--- src/inc/acs_pkg.sv ---
// acs_pkg: constants and types shared by the conversion sequencer files
// assumes a 100 MHz system clock and an 8-bit successive-approximation core

package acs_pkg;

  // register indices on the plain register port
  localparam logic [3:0] ACS_CTRL_IDX   = 4'h0;
  localparam logic [3:0] ACS_STATUS_IDX = 4'h1;
  localparam logic [3:0] ACS_RESULT_IDX = 4'h2;

  // control register field positions
  localparam int ACS_CTRL_START_BIT  = 0;
  localparam int ACS_CTRL_CONT_BIT   = 1;
  localparam int ACS_CTRL_HWSEL_BIT  = 2;
  localparam int ACS_CTRL_CH_LSB     = 4;

  // status and result field positions
  localparam int ACS_STATUS_BUSY_BIT = 0;
  localparam int ACS_RESULT_CH_LSB   = 8;

  // values after reset
  localparam logic       ACS_CONT_RST  = 1'b0;
  localparam logic       ACS_HWSEL_RST = 1'b0;
  localparam logic [2:0] ACS_CH_RST    = 3'h0;

  // counts of cycles
  localparam int ACS_IRQ_CYCLES    = 2;
  localparam int ACS_SAMPLE_CYCLES = 4;

  // sequencer states, gray along idle, sample, convert
  typedef enum logic [1:0] {
    ACS_IDLE    = 2'b00,
    ACS_SAMPLE  = 2'b01,
    ACS_CONVERT = 2'b11
  } acs_state_e;

endpackage

--- src/rtl/acs_sar_core.sv ---
// acs_sar_core: successive-approximation bit search, one bit per cycle
// assumes a comparator input from the analog side, same clock domain

module acs_sar_core
  import acs_pkg::*;
#(
  parameter int RES_BITS = 8
) (
  input  wire logic                clk,       // system clock
  input  wire logic                rst_n,     // async reset, active low
  input  wire logic                go,        // one-cycle start pulse
  input  wire logic                cmp_in,    // comparator: input above trial
  output logic [RES_BITS-1:0]      trial,     // trial code to the dac
  output logic                     done,      // one-cycle finish pulse
  output logic [RES_BITS-1:0]      result     // final code
);

  typedef struct packed {
    logic                run;
    logic [RES_BITS-1:0] code;
    logic [RES_BITS-1:0] mask;
    logic                done;
  } acs_sar_s;

  acs_sar_s st_reg;
  acs_sar_s st_next;

  ////////////////////////////////////////////////////////////////////////////
  // keep or drop the trial bit, then move to the next lower one
  always_comb begin
    st_next      = st_reg;
    st_next.done = 1'b0;
    if (go) begin
      st_next.run  = 1'b1;
      st_next.mask = {1'b1, {(RES_BITS-1){1'b0}}};
      st_next.code = {1'b1, {(RES_BITS-1){1'b0}}};
    end else if (st_reg.run) begin
      if (!cmp_in) begin
        st_next.code = st_reg.code & ~st_reg.mask;
      end
      st_next.mask = st_reg.mask >> 1;
      st_next.code = st_next.code | (st_reg.mask >> 1);
      if (st_reg.mask[0]) begin
        st_next.run  = 1'b0;
        st_next.done = 1'b1;
      end
    end
  end

  always_ff @(posedge clk or negedge rst_n) begin
    if (!rst_n) begin
      st_reg <= '0;
    end else begin
      st_reg <= st_next;
    end
  end

  assign trial  = st_reg.code;
  assign done   = st_reg.done;
  assign result = st_reg.code;

endmodule

--- src/rtl/acs_sequencer.sv ---
// acs_sequencer: start, mode and result logic of the 8-bit converter
// assumes software on a plain register port and a trigger from the
// capture/compare unit on the same clock; the comparator arrives from
// the analog side and is synchronised here
//
// Function
// source bit 0: software start only
// writing start 1 converts selected channel
// continuous mode bit resets to 0
// start: sample, set busy, clear start
// done interrupt high exactly two clocks
// result register gets code and channel
// continuous mode restarts after each conversion
// continuous: start cleared at first conversion
// continuous: busy held until last completes
// continuous: interrupt after every conversion
// software clears continuous bit to stop
// channel change applies to following conversions
// new start only after conversion completes
// source bit 1: trigger starts conversions
// software lets conversion finish before switching
// five multiplexed channels, also digital inputs
// trigger starts like software, dropped while busy

module acs_sequencer
  import acs_pkg::*;
#(
  parameter int NUM_CH   = 5,
  parameter int RES_BITS = 8
) (
  input  wire logic                clk,          // system clock, 100 MHz
  input  wire logic                rst_n,        // async reset, active low
  input  wire logic [3:0]          reg_addr,     // register index
  input  wire logic [15:0]         reg_wdata,    // write data
  input  wire logic                reg_wr,       // write strobe
  input  wire logic                reg_rd,       // read strobe
  output logic [15:0]              reg_rdata,    // read data, cycle after
  input  wire logic                secondary_timer_period_match, // hw trigger
  input  wire logic                cmp_in,       // comparator pin
  input  wire logic [NUM_CH-1:0]   ain_digital,  // channel pins as digital
  output logic [2:0]               mux_sel,      // analog mux select
  output logic                     sample_en,    // sample switch closed
  output logic [RES_BITS-1:0]      dac_code,     // trial code
  output logic                     converter_busy_flag, // busy
  output logic                     conversion_done_irq  // done pulse
);

  typedef struct packed {
    acs_state_e          state;
    logic                software_start_bit;
    logic                continuous_mode_bit;
    logic                hw_trigger_source_select;
    logic [2:0]          channel_select_field;
    logic [2:0]          conv_ch;
    logic [2:0]          smp_cnt;
    logic [1:0]          irq_cnt;
    logic [RES_BITS-1:0] res_code;
    logic [2:0]          res_ch;
    logic [15:0]         rdata;
    logic                busy;
    logic                irq;
    logic                go;
    logic [2:0]          cmp_sync;
    logic                cmp_q;
    logic [NUM_CH-1:0]   din_s1;
    logic [NUM_CH-1:0]   din_s2;
    logic [NUM_CH-1:0]   din_s3;
    logic [NUM_CH-1:0]   din_q;
  } acs_seq_s;

  acs_seq_s st_reg;
  acs_seq_s st_next;

  logic                sar_done;
  logic [RES_BITS-1:0] sar_result;
  logic [RES_BITS-1:0] sar_trial;

  // channel field clipped to the implemented channel count
  function automatic logic [2:0] acs_clip_ch(input logic [2:0] ch);
    if (ch >= 3'(NUM_CH)) begin
      return 3'(NUM_CH - 1);
    end
    return ch;
  endfunction

  ////////////////////////////////////////////////////////////////////////////
  // bit search engine, fed by the filtered comparator
  acs_sar_core #(
    .RES_BITS (RES_BITS)
  ) u_sar (
    .clk    (clk),
    .rst_n  (rst_n),
    .go     (st_reg.go),
    .cmp_in (st_reg.cmp_q),
    .trial  (sar_trial),
    .done   (sar_done),
    .result (sar_result)
  );

  ////////////////////////////////////////////////////////////////////////////
  // next state of the whole block
  always_comb begin
    logic start_req;
    logic hw_start;
    logic sw_start;
    start_req = 1'b0;
    hw_start  = 1'b0;
    sw_start  = 1'b0;
    st_next   = st_reg;
    st_next.go = 1'b0;

    // three-stage pin synchronisers; change counts when stages 2 and 3 agree
    st_next.cmp_sync = {st_reg.cmp_sync[1:0], cmp_in};
    if (st_reg.cmp_sync[1] == st_reg.cmp_sync[2]) begin
      st_next.cmp_q = st_reg.cmp_sync[2];
    end
    st_next.din_s1 = ain_digital;
    st_next.din_s2 = st_reg.din_s1;
    st_next.din_s3 = st_reg.din_s2;
    for (int i = 0; i < NUM_CH; i++) begin
      if (st_reg.din_s2[i] == st_reg.din_s3[i]) begin
        st_next.din_q[i] = st_reg.din_s3[i];
      end
    end

    // register writes
    if (reg_wr) begin
      if (reg_addr == ACS_CTRL_IDX) begin
        if (reg_wdata[ACS_CTRL_START_BIT]) begin
          st_next.software_start_bit = 1'b1;
        end
        st_next.continuous_mode_bit      = reg_wdata[ACS_CTRL_CONT_BIT];
        st_next.hw_trigger_source_select = reg_wdata[ACS_CTRL_HWSEL_BIT];
        st_next.channel_select_field     =
          acs_clip_ch(reg_wdata[ACS_CTRL_CH_LSB +: 3]);
      end
    end

    // start sources; the trigger is a same-clock logic signal
    sw_start = st_reg.software_start_bit && !st_reg.hw_trigger_source_select;
    hw_start = secondary_timer_period_match && st_reg.hw_trigger_source_select;

    // done interrupt countdown
    if (st_reg.irq_cnt != 2'd0) begin
      st_next.irq_cnt = st_reg.irq_cnt - 2'd1;
    end

    case (st_reg.state)
      ACS_IDLE: begin
        // a trigger seen while not idle is simply not looked at
        start_req = sw_start || hw_start;
      end
      ACS_SAMPLE: begin
        if (st_reg.smp_cnt == 3'(ACS_SAMPLE_CYCLES - 1)) begin
          st_next.state = ACS_CONVERT;
          st_next.go    = 1'b1;
        end else begin
          st_next.smp_cnt = st_reg.smp_cnt + 3'd1;
        end
      end
      ACS_CONVERT: begin
        if (sar_done) begin
          st_next.res_code = sar_result;
          st_next.res_ch   = st_reg.conv_ch;
          st_next.irq_cnt  = 2'(ACS_IRQ_CYCLES);
          if (st_reg.continuous_mode_bit) begin
            // back-to-back: busy never drops between conversions
            st_next.state   = ACS_SAMPLE;
            st_next.smp_cnt = 3'd0;
            st_next.conv_ch = st_reg.channel_select_field;
          end else begin
            st_next.state = ACS_IDLE;
            st_next.busy  = 1'b0;
          end
        end
      end
      default: begin
        st_next.state = ACS_IDLE;
      end
    endcase

    if (start_req) begin
      st_next.state   = ACS_SAMPLE;
      st_next.smp_cnt = 3'd0;
      st_next.conv_ch = st_reg.channel_select_field;
      st_next.busy    = 1'b1;
      // start bit cleared at the first conversion of any sequence
      st_next.software_start_bit = 1'b0;
    end

    st_next.irq = (st_next.irq_cnt != 2'd0);

    // read data, valid the cycle after the strobe only
    st_next.rdata = '0;
    if (reg_rd) begin
      if (reg_addr == ACS_CTRL_IDX) begin
        st_next.rdata[ACS_CTRL_START_BIT]      = st_reg.software_start_bit;
        st_next.rdata[ACS_CTRL_CONT_BIT]       = st_reg.continuous_mode_bit;
        st_next.rdata[ACS_CTRL_HWSEL_BIT]      = st_reg.hw_trigger_source_select;
        st_next.rdata[ACS_CTRL_CH_LSB +: 3]    = st_reg.channel_select_field;
      end else if (reg_addr == ACS_STATUS_IDX) begin
        st_next.rdata[ACS_STATUS_BUSY_BIT]     = st_reg.busy;
        st_next.rdata[ACS_RESULT_CH_LSB +: NUM_CH] = st_reg.din_q;
      end else if (reg_addr == ACS_RESULT_IDX) begin
        st_next.rdata[RES_BITS-1:0]            = st_reg.res_code;
        st_next.rdata[ACS_RESULT_CH_LSB +: 3]  = st_reg.res_ch;
      end else begin
        st_next.rdata = '0;
      end
    end
  end

  ////////////////////////////////////////////////////////////////////////////
  // state register; continuous mode comes out of reset as single
  always_ff @(posedge clk or negedge rst_n) begin
    if (!rst_n) begin
      st_reg                          <= '0;
      st_reg.state                    <= ACS_IDLE;
      st_reg.continuous_mode_bit      <= ACS_CONT_RST;
      st_reg.hw_trigger_source_select <= ACS_HWSEL_RST;
      st_reg.channel_select_field     <= ACS_CH_RST;
    end else begin
      st_reg <= st_next;
    end
  end

  // dac code goes through its own flop; every output but sample_en comes from a flop
  logic [RES_BITS-1:0] dac_reg;
  always_ff @(posedge clk or negedge rst_n) begin
    if (!rst_n) begin
      dac_reg <= '0;
    end else begin
      dac_reg <= sar_trial;
    end
  end

  ////////////////////////////////////////////////////////////////////////////
  // outputs straight from flops, except sample_en, which is decoded from the state register
  assign reg_rdata           = st_reg.rdata;
  assign mux_sel             = st_reg.conv_ch;
  assign sample_en           = (st_reg.state == ACS_SAMPLE);
  assign dac_code            = dac_reg;
  assign converter_busy_flag = st_reg.busy;
  assign conversion_done_irq = st_reg.irq;

endmodule

--- config.mk ---
export PLATFORM = sky130hd
export DESIGN_NAME = acs_sequencer
export DESIGN_NICKNAME = d
export VERILOG_FILES = /design/src/inc/acs_pkg.sv /design/src/rtl/acs_sar_core.sv /design/src/rtl/acs_sequencer.sv
export SDC_FILE = /design/constraint.sdc
export NUM_CORES = 1
export LEC_CHECK = 0
export ABC_AREA = 1
export BUFFER_PORTS_ARGS = -buffer_cell sky130_fd_sc_hd__buf_2
export CAP_MARGIN = 20
export CORE_MARGIN = 1.5
export CORE_UTILIZATION = 35
export DETAILED_ROUTE_END_ITERATION = 10
export HOLD_SLACK_MARGIN = 0.03
export PLACE_DENSITY = 0.65
export SYNTH_ARGS = -nofsm -noshare
export SYNTH_HDL_FRONTEND = slang
export SYNTH_SLANG_ARGS = --single-unit
--- constraint.sdc ---
create_clock -name clk -period 1.8 [get_ports clk]
set_input_delay 0.36 -clock clk [delete_from_list [all_inputs] [get_ports clk]]
set_output_delay 0.36 -clock clk [all_outputs]
set_load 0.01 [all_outputs]
=== After elaboration in Yosys (flattened, before gate mapping) ===
Cells that the tools add are included.

* Bits in registers: 96
* Input bits: 31
* Logic and storage cells: 120

* Reduce and logical (&&, ||, !) cells: 23
* Bitwise operators: 3
* Eq/ne operators: 17
* $add $sub $neg: 2
* Mux-type cells: 45
* Order comparisons: 1

{| class="wikitable"
|+ Operators by type and width
! kind !! count
|-
| two-way mux 6 bit || 5
|-
| two-way mux 13 bit || 2
|-
| two-way mux 8 bit || 3
|-
| two-way mux 3 bit || 7
|-
| two-way mux 19 bit || 1
|-
| two-way mux 18 bit || 1
|-
| nonzero test 2 bit || 9
|-
| two-way mux 1 bit || 17
|-
| two-way mux 17 bit || 1
|-
| AND reduction 3 bit || 4
|-
| two-way mux 11 bit || 1
|-
| AND 8 bit || 1
|-
| NOT 8 bit || 1
|-
| bitwise OR 8 x 7 -> 8 bit || 1
|-
| two-way mux 7 bit || 1
|-
| equality test 1 bit || 6
|-
| two-way mux 2 bit || 3
|-
| inequality test 3 x 2 -> 1 bit, second input constant || 2
|-
| one-hot mux 2 bit (3 select lines) || 1
|-
| one-hot mux 3 bit (2 select lines) || 1
|-
| two-way mux 5 bit || 1
|-
| equality test 4 x 1 -> 1 bit, second input constant || 1
|-
| equality test 4 x 2 -> 1 bit, second input constant || 1
|-
| zero test 4 bit || 1
|-
| 17 further kinds || 19
|}

=== Logic depth before layout (Yosys ltp) ===
Gate-level depths: netlist of the first run.

* Word-level depth: 8
* Depth in mapped cells: 8

=== Cells and area by module ===
A second synthesis of the first run with hierarchy kept.

* Cell total of the unflattened synthesis: 365
* Area, all modules: 3747.3 um2

{| class="wikitable"
|+ By module, submodules not included
! module !! sequential area each (um2) !! times used !! area an instance (um2) !! cells each
|-
| acs_sequencer || 1876.8 || 1 || 2860.2 || 260
|-
| acs_sar_core || 450.4 || 1 || 887.1 || 105
|}

=== Least setup slack after synthesis of the first run ===
Ideal clock, no wire load.

* Path type: reg2reg
* From: register st_reg[56] (netlist name)
* To: register st_reg[56] (netlist name)
* Library setup time: 0.117 ns
* Required time: 1.683 ns
* Period minus slack after synthesis: 1.244 ns
* Buffers on the path: 0
* Arrival: 1.127 ns
* Slack: 0.556 ns
* Stages on the path, launching flop included: 9
* Path through: dfrtp_1 -> ha_1 -> ha_1 -> nand3_1 -> nand2_1 -> inv_2 -> nand2_1 -> nand2_1 -> nand2_1

* Cells in the longest elaborated chain, start to end: 4
* Elaborated cells on any way between the ends: 7
* Those cells by class: add/sub (1); eq/ne (2); mux (3); reduce/logical (1)

{| class="wikitable"
|+ Ends and longest elaborated chain
! item !! RTL line !! source
|-
| start, declared || acs_sequencer.sv:71 || <nowiki>acs_seq_s st_reg;</nowiki>
|-
| start signal, assigned || acs_sequencer.sv:223 || <nowiki>st_reg <= st_next;</nowiki>
|-
| adder 3 x 1 -> 3 bit || acs_sequencer.sv:158 || <nowiki>st_next.smp_cnt = st_reg.smp_cnt + 3'd1;</nowiki>
|-
| two-way mux 3 bit || acs_sequencer.sv:154 || <nowiki>if (st_reg.smp_cnt == 3'(ACS_SAMPLE_CYCLES - 1)) begin</nowiki>
|-
| one-hot mux 3 bit (2 select lines) || acs_sequencer.sv:148 || <nowiki>case (st_reg.state)</nowiki>
|-
| two-way mux 6 bit || acs_sequencer.sv:182 || <nowiki>if (start_req) begin</nowiki>
|}

Parallel ways exist; a longest one is shown, timed or not. The select of a mux whose other input is x is not followed.
A chain may end at the register's enable or synchronous reset.

=== Worst setup path after layout of the first run ===
* From: register st_reg[68] (netlist name)
* To: output sample_en

* Cells in the longest elaborated chain, start to end: 1

{| class="wikitable"
|+ Ends and longest elaborated chain
! item !! RTL line !! source
|-
| equality test 2 x 1 -> 1 bit || acs_sequencer.sv:241 || <nowiki>assign sample_en = (st_reg.state == ACS_SAMPLE);</nowiki>
|-
| end, declared || acs_sequencer.sv:42 || <nowiki>output logic sample_en,</nowiki>
|}

Every way passes these cells.

==> results of run 1 <==
==> per-stage QoR <==
stage	hold slack, ns	power [µW]	utilization	area [µm²]
final	0.105	5460	0.411	4030
after global routing	0.0806	5840	0.411	4030
after CTS	0.0854	5530	0.411	4030
after detailed placement	0.293	4190	0.390	3830
after global placement	0.289	4130	0.390	3830
after floorplan	0.0644	3730	-	3560
==> Yosys cell counts (2+ instances only) <==
master   count  area share
a21oi_1     10       0.014
nand4_1      5      0.0088
nand2_2      4      0.0070
nor3_1       2      0.0028
o21ai_1      8       0.011
nand2_1     82       0.087
ha_1         2      0.0070
inv_1       26       0.027
nor2_1      10       0.011
dfrtp_1     93        0.66
maj3_1       6       0.017
nand2_4      3      0.0095
buf_4       20       0.042
nor3b_1      2      0.0042
o21ai_0     26       0.037
nor2_8       3       0.017
nand3_1      9       0.013
inv_2        3      0.0032
==> what timing repair did <==
action | CTS | global route
setup buffers | 0 | 0
resized for setup | 0 | 0
endpoints found under the hold margin | 25 | 0
hold buffers | 1 | 0
==> worst paths after layout <==
| kind | end | slack [ns] | cells past startpoint |
|---|---|---|---|
| setup reg to reg | st_reg[56] | 0.43 | 8 |
| min in group asynchronous | st_reg[8] | 0.45 | 2 |
| hold reg to reg | st_next[5] | 0.36 | 0 |
| setup / recovery | sample_en | 0.23 | 3 |
| max in group asynchronous | converter_busy_flag | 0.73 | 3 |
| hold / removal | st_next[13] | 0.11 | 1 |
==> logic make-up (layout without fill, tap and decap cells) <==
logic type                 Yosys count  after routing  share of synthesized area
adders and majority gates            8              8                     0.0240
other                                1              3                    0.00106
DFF                                 93             93                      0.655
AOI/OAI and AO/OA                   48             48                     0.0705
and+or+nand+nor                    124            124                      0.169
buffers and inverters               53             98                     0.0800
==> metal layers <==
metal | wire, µm | vias to the layer above
met2 | 2980 | 45
met1 | 2870 | 1108
met4 | 79 | 0
li1 | - | 1111
met3 | 247 | 8
met5 | 0 | -
==> critical path: cells and delay by family, from the launching register on <==
kind,cells,cell delay (ns)
flops,1,0.50
buf+inv,2,0.24
simple gates,1,0.12
==> final cells by class <==
type                       instances  area share
inverter                          31      0.0295
sequential                        93       0.577
clock inverter                     6      0.0133
tap                              133      0.0413
clock buffer                      10      0.0341
timing repair buffer              51      0.0701
multi-input combinational        183       0.235
==> where the power goes <==
group	internal [µW]	switching [µW]
Combinational	432	739
Clock	567	762
Sequential	2610	348
==> run metrics, run 1 <==
clock tree skew after final layout=0.0123 ns; Die Wd=between 100 and 150 µm; GR met3 Demand/Resource=0.0296; number of H-tree levels=3; Top Ports=61; synthesized netlist cell count=327; global placer's final weighted congestion=0.763; Site Rows=36; Port Buffer Count=47; type of the setup path with the least slack=flip-flop to primary output; HPWL Detailed=4470 µm; clock root buffer master=clkbuf_8; Synth cell types=31; via count of the first global-routing pass=2,294; sequential cell area fraction in the yosys report=0.655; antenna violations before repair=0; worst slack at placement=0.445 ns; Worst Setup Slack, final=approximately 0.23 ns; antenna viol nets, final=0; final critical-path share of the clock period=0.871; Crit path required time=~1.4 ns; initial DRC count=117; clock input transition at the sequential cells of the worst setup and hold paths=0.10 ns; fraction of layout cells with a size suffix above 1=0.227; kind of capture point of the worst setup path=primary output; worst skew pair latency=0.35 ns; starting utilization of the core area=0.362; kind of launch point of the worst setup path=flip-flop; total congestion overflow=0; footprint of the flip-flops and latches=2330 µm²; leading cell types in the layout, fill and taps excluded=dfrtp_1, nand2_1, buf_2; wire length of the first global-routing pass=10,500 µm; RSZ-0062 raised after global routing=no; routing layer with the top usage in global route=met2; number of warnings reported in the yosys synthesis log=0; CORE AREA=9820 µm²; layout overhead on the synthesized area=13.6%; startpoint of the tightest hold check path=ain_digital[3]; slowest cell delay on critical path=0.50 ns; CTS Buffer Depth=2; first element of the critical path=st_reg[68]; cell with the largest stage delay on the worst path=dfrtp_1; max FFs per register=37; peak clock frequency supported by timing=638 MHz; CTS tree=yes; most common library cell in the layout ignoring fill and taps=dfrtp_1; Post-layout nets=402; filler-free cell count of the finished design=a little over 500; maximum number of pins on one net before global-route repair=43; number of synthesized flops with an enable pin=0; final routed DRC violation total=0; flop and latch count out of synthesis=between 90 and 100; Power per Cell Area=1350 nW/µm²; via count=2,272; largest driver fanout on the critical path=6; count of endpoints failing hold in the final timing report=0; Max-slew headroom=0.652; # diodes=0; data arrival at the endpoint of the critical path=1.21 ns; class of the tightest hold or removal check=input pin to flip-flop; clock period minus worst slack=1.57 ns; placed cell count=490; die height=104 µm; critical path, cell by cell=inv_1, nor2_1, buf_2; setup violators final=0; total routed wirelength=6180 µm; TritonCTS buffer count=9; overall die area=10,800 µm²; leakage component of the power=about 0.002 µW; length of the first detailed-routing pass in iterations=4; average via count per standard cell=roughly 4.5; final total negative setup slack=0 ns; commonest register cell after synthesis=dfrtp_1; area of the multi-input gates=947 µm²; Post-synth ARST share=1.00; GRT met1 Usage=0.160; GR met2 Demand/Resource=0.199; total number of clock tree sinks=93; layout filler cell count=976; slew at the pin closest to its max-slew limit=between 0.5 and 0.6 ns; count of pins over their slew limit=0; run status=complete, no violations; overall fraction of global-route tracks in use=0.122; Mean Syn Cell Area=between 10 and 15 µm²; cell area after technology mapping=3550 µm²; final routed wire length divided by cell count=12.2 µm; maximum resistive drop on vdd=around 0.00054 V; startpoint of the worst register-to-register path=st_reg[56]; number of violations of the max-capacitance limit=0
Note: power is estimated with default switching activity, not from simulation.
==> run 2, diff against run 1 <==
- PLACE_DENSITY: 0.65 -> unset
- PLACE_DENSITY_LB_ADDON: unset -> 0.3
- clock period: 1.8 -> 1.6 ns (I/O delays scaled with it)
==> run 2 against run 1 <==
Final area increased by 0.50%. Critical endpoint unchanged. Setup slack worse by 0.11 ns. Highest routed layer unchanged. Clock power is 14% higher. First-iteration DRC count decreased by 51%.
==> run metrics, run 2 (synthesis gave the netlist of run 1 again) <==
peak clock frequency supported by timing=675 MHz; Post-CTS Repair Setup Buffers=0 (unchanged); count of cells resized by post-cts repair=0 (unchanged); largest driver fanout on the critical path=6 (unchanged); worst skew pair latency=0.35 ns (about the same); average via count per standard cell=4.43 (was 4.48); count of pins over their slew limit=0 (unchanged); length of the first detailed-routing pass in iterations=4 (unchanged); Crit path required time=1.28 ns (was 1.44 ns); Post-layout nets=403 (was 402); Port Buffer Count=47 (unchanged); CTS Buffer Depth=2 (unchanged); Placement Cell Area=3850 µm² (was 3830 µm²); via count of the first global-routing pass=2,272 (was 2,294); final routed wire length divided by cell count=12.3 µm (was 12.2 µm); via count=2,250 (was 2,272); # hold bufs at CTS=1 (unchanged); clock input transition at the sequential cells of the worst setup and hold paths=0.09 ns (was 0.10 ns); CORE AREA=9820 µm² (unchanged); Site Rows=36 (unchanged); Top Ports=61 (unchanged); type of the setup path with the least slack=flip-flop to primary output (unchanged); startpoint of the tightest hold check path=ain_digital[1] (was ain_digital[3]); leakage component of the power=0.00205 µW (was 0.00204 µW); # diodes=0 (unchanged); wire length of the first global-routing pass=10,800 µm (was 10,500 µm); starting utilization of the core area=0.362 (unchanged); total routed wirelength=6240 µm (was 6180 µm); setup violators final=0 (unchanged); maximum number of pins on one net before global-route repair=34 (was 43); Die Wd=104 µm (unchanged); overall die area=10,800 µm² (unchanged); class of the tightest hold or removal check=input pin to flip-flop (unchanged); count of endpoints failing hold in the final timing report=0 (unchanged); number of violations of the max-capacitance limit=0 (unchanged); total congestion overflow=0 (unchanged); fraction of layout cells with a size suffix above 1=0.224 (was 0.227); startpoint of the worst register-to-register path=st_reg[56] (unchanged); maximum resistive drop on vdd=0.000447 V (was 0.000542 V); CTS tree=yes (unchanged); die height=104 µm (unchanged); clock root buffer master=clkbuf_8 (unchanged); leading cell types in the layout, fill and taps excluded=dfrtp_1, nand2_1, buf_2 (unchanged); data arrival at the endpoint of the critical path=1.16 ns (was 1.21 ns); kind of capture point of the worst setup path=primary output (unchanged); TritonCTS buffer count=9 (unchanged); antenna viol nets, final=0 (unchanged); HPWL Detailed=4550 µm (was 4470 µm); number of H-tree levels=3 (unchanged); most common library cell in the layout ignoring fill and taps=dfrtp_1 (unchanged); run status=complete, no violations (unchanged); final routed DRC violation total=0 (unchanged); final critical-path share of the clock period=0.925; Power per Cell Area=1520 nW/µm² (was 1350 nW/µm²); final instance area=4050 µm² (was 4030 µm²); clock period minus worst slack=1.48 ns; RSZ-0062 raised after global routing=no (unchanged); global placer's final weighted congestion=0.764 (was 0.763); final total negative setup slack=0 ns (unchanged); first element of the critical path=st_reg[68] (unchanged); kind of launch point of the worst setup path=flip-flop (unchanged); max FFs per register=37 (unchanged); total number of clock tree sinks=93 (unchanged); layout overhead on the synthesized area=14.2% (was 13.6%); clock tree skew after final layout=0.00480 ns (was 0.0123 ns); initial DRC count=57 (was 117); antenna violations before repair=0 (unchanged); final core utilization=0.413 (was 0.411); overall fraction of global-route tracks in use=0.126 (was 0.122)
run 2: routing by layer:
metal / wire (µm) / track usage
met1: 2950 / 0.163
met2: 2960 / 0.204
met3: 264 / 0.0365
met5: 0 / 0
met4: 64 / 0.0446
run 2: cell type report:
| class | count | area (µm²) |
|---|---|---|
| tap | 133 | 166 |
| multi-input combinational | 183 | 947 |
| sequential | 93 | 2330 |
| fill | 992 | 5770 |
| timing repair buffer | 52 | 303 |
| clock buffer | 11 | 131 |
| inverter | 31 | 119 |
| clock inverter | 5 | 60.1 |
run 2: power breakdown:
group	internal (µW)	switching, µW	leakage [µW]
Combinational	512	842	0.000781
Sequential	2930	371	0.00117
Clock	730	782	0.0000939
run 2: final timing paths:
| path | end | slack [ns] | cells past startpoint |
|---|---|---|---|
| setup / recovery | sample_en | 0.12 | 3 |
| hold / removal | st_next[11] | 0.07 | 1 |
| setup reg to reg | st_reg[56] | 0.24 | 8 |
| hold reg to reg | st_next[9] | 0.35 | 0 |
| max in group asynchronous | u_sar.st_reg[8] | 0.64 | 3 |
| min in group asynchronous | st_next[14] | 0.45 | 2 |
run 2: stage by stage:
step	setup WS [ns]	total power, µW	hold WS, ns	cells
2_1_floorplan	0.356	4200	0.0244	329
3_3_place_gp	0.275	4690	0.292	491
3_5_place_dp	0.255	4730	0.294	491
4_1_cts	0.0942	6250	0.0552	508
5_1_grt	0.00372	6610	0.0460	508
6_report	0.119	6170	0.0718	508
run 2: critical path, cell delays in order (launching register included):
cell and delay, ns:
dfrtp_1 0.49, inv_1 0.10, nor2_1 0.09, buf_2 0.13
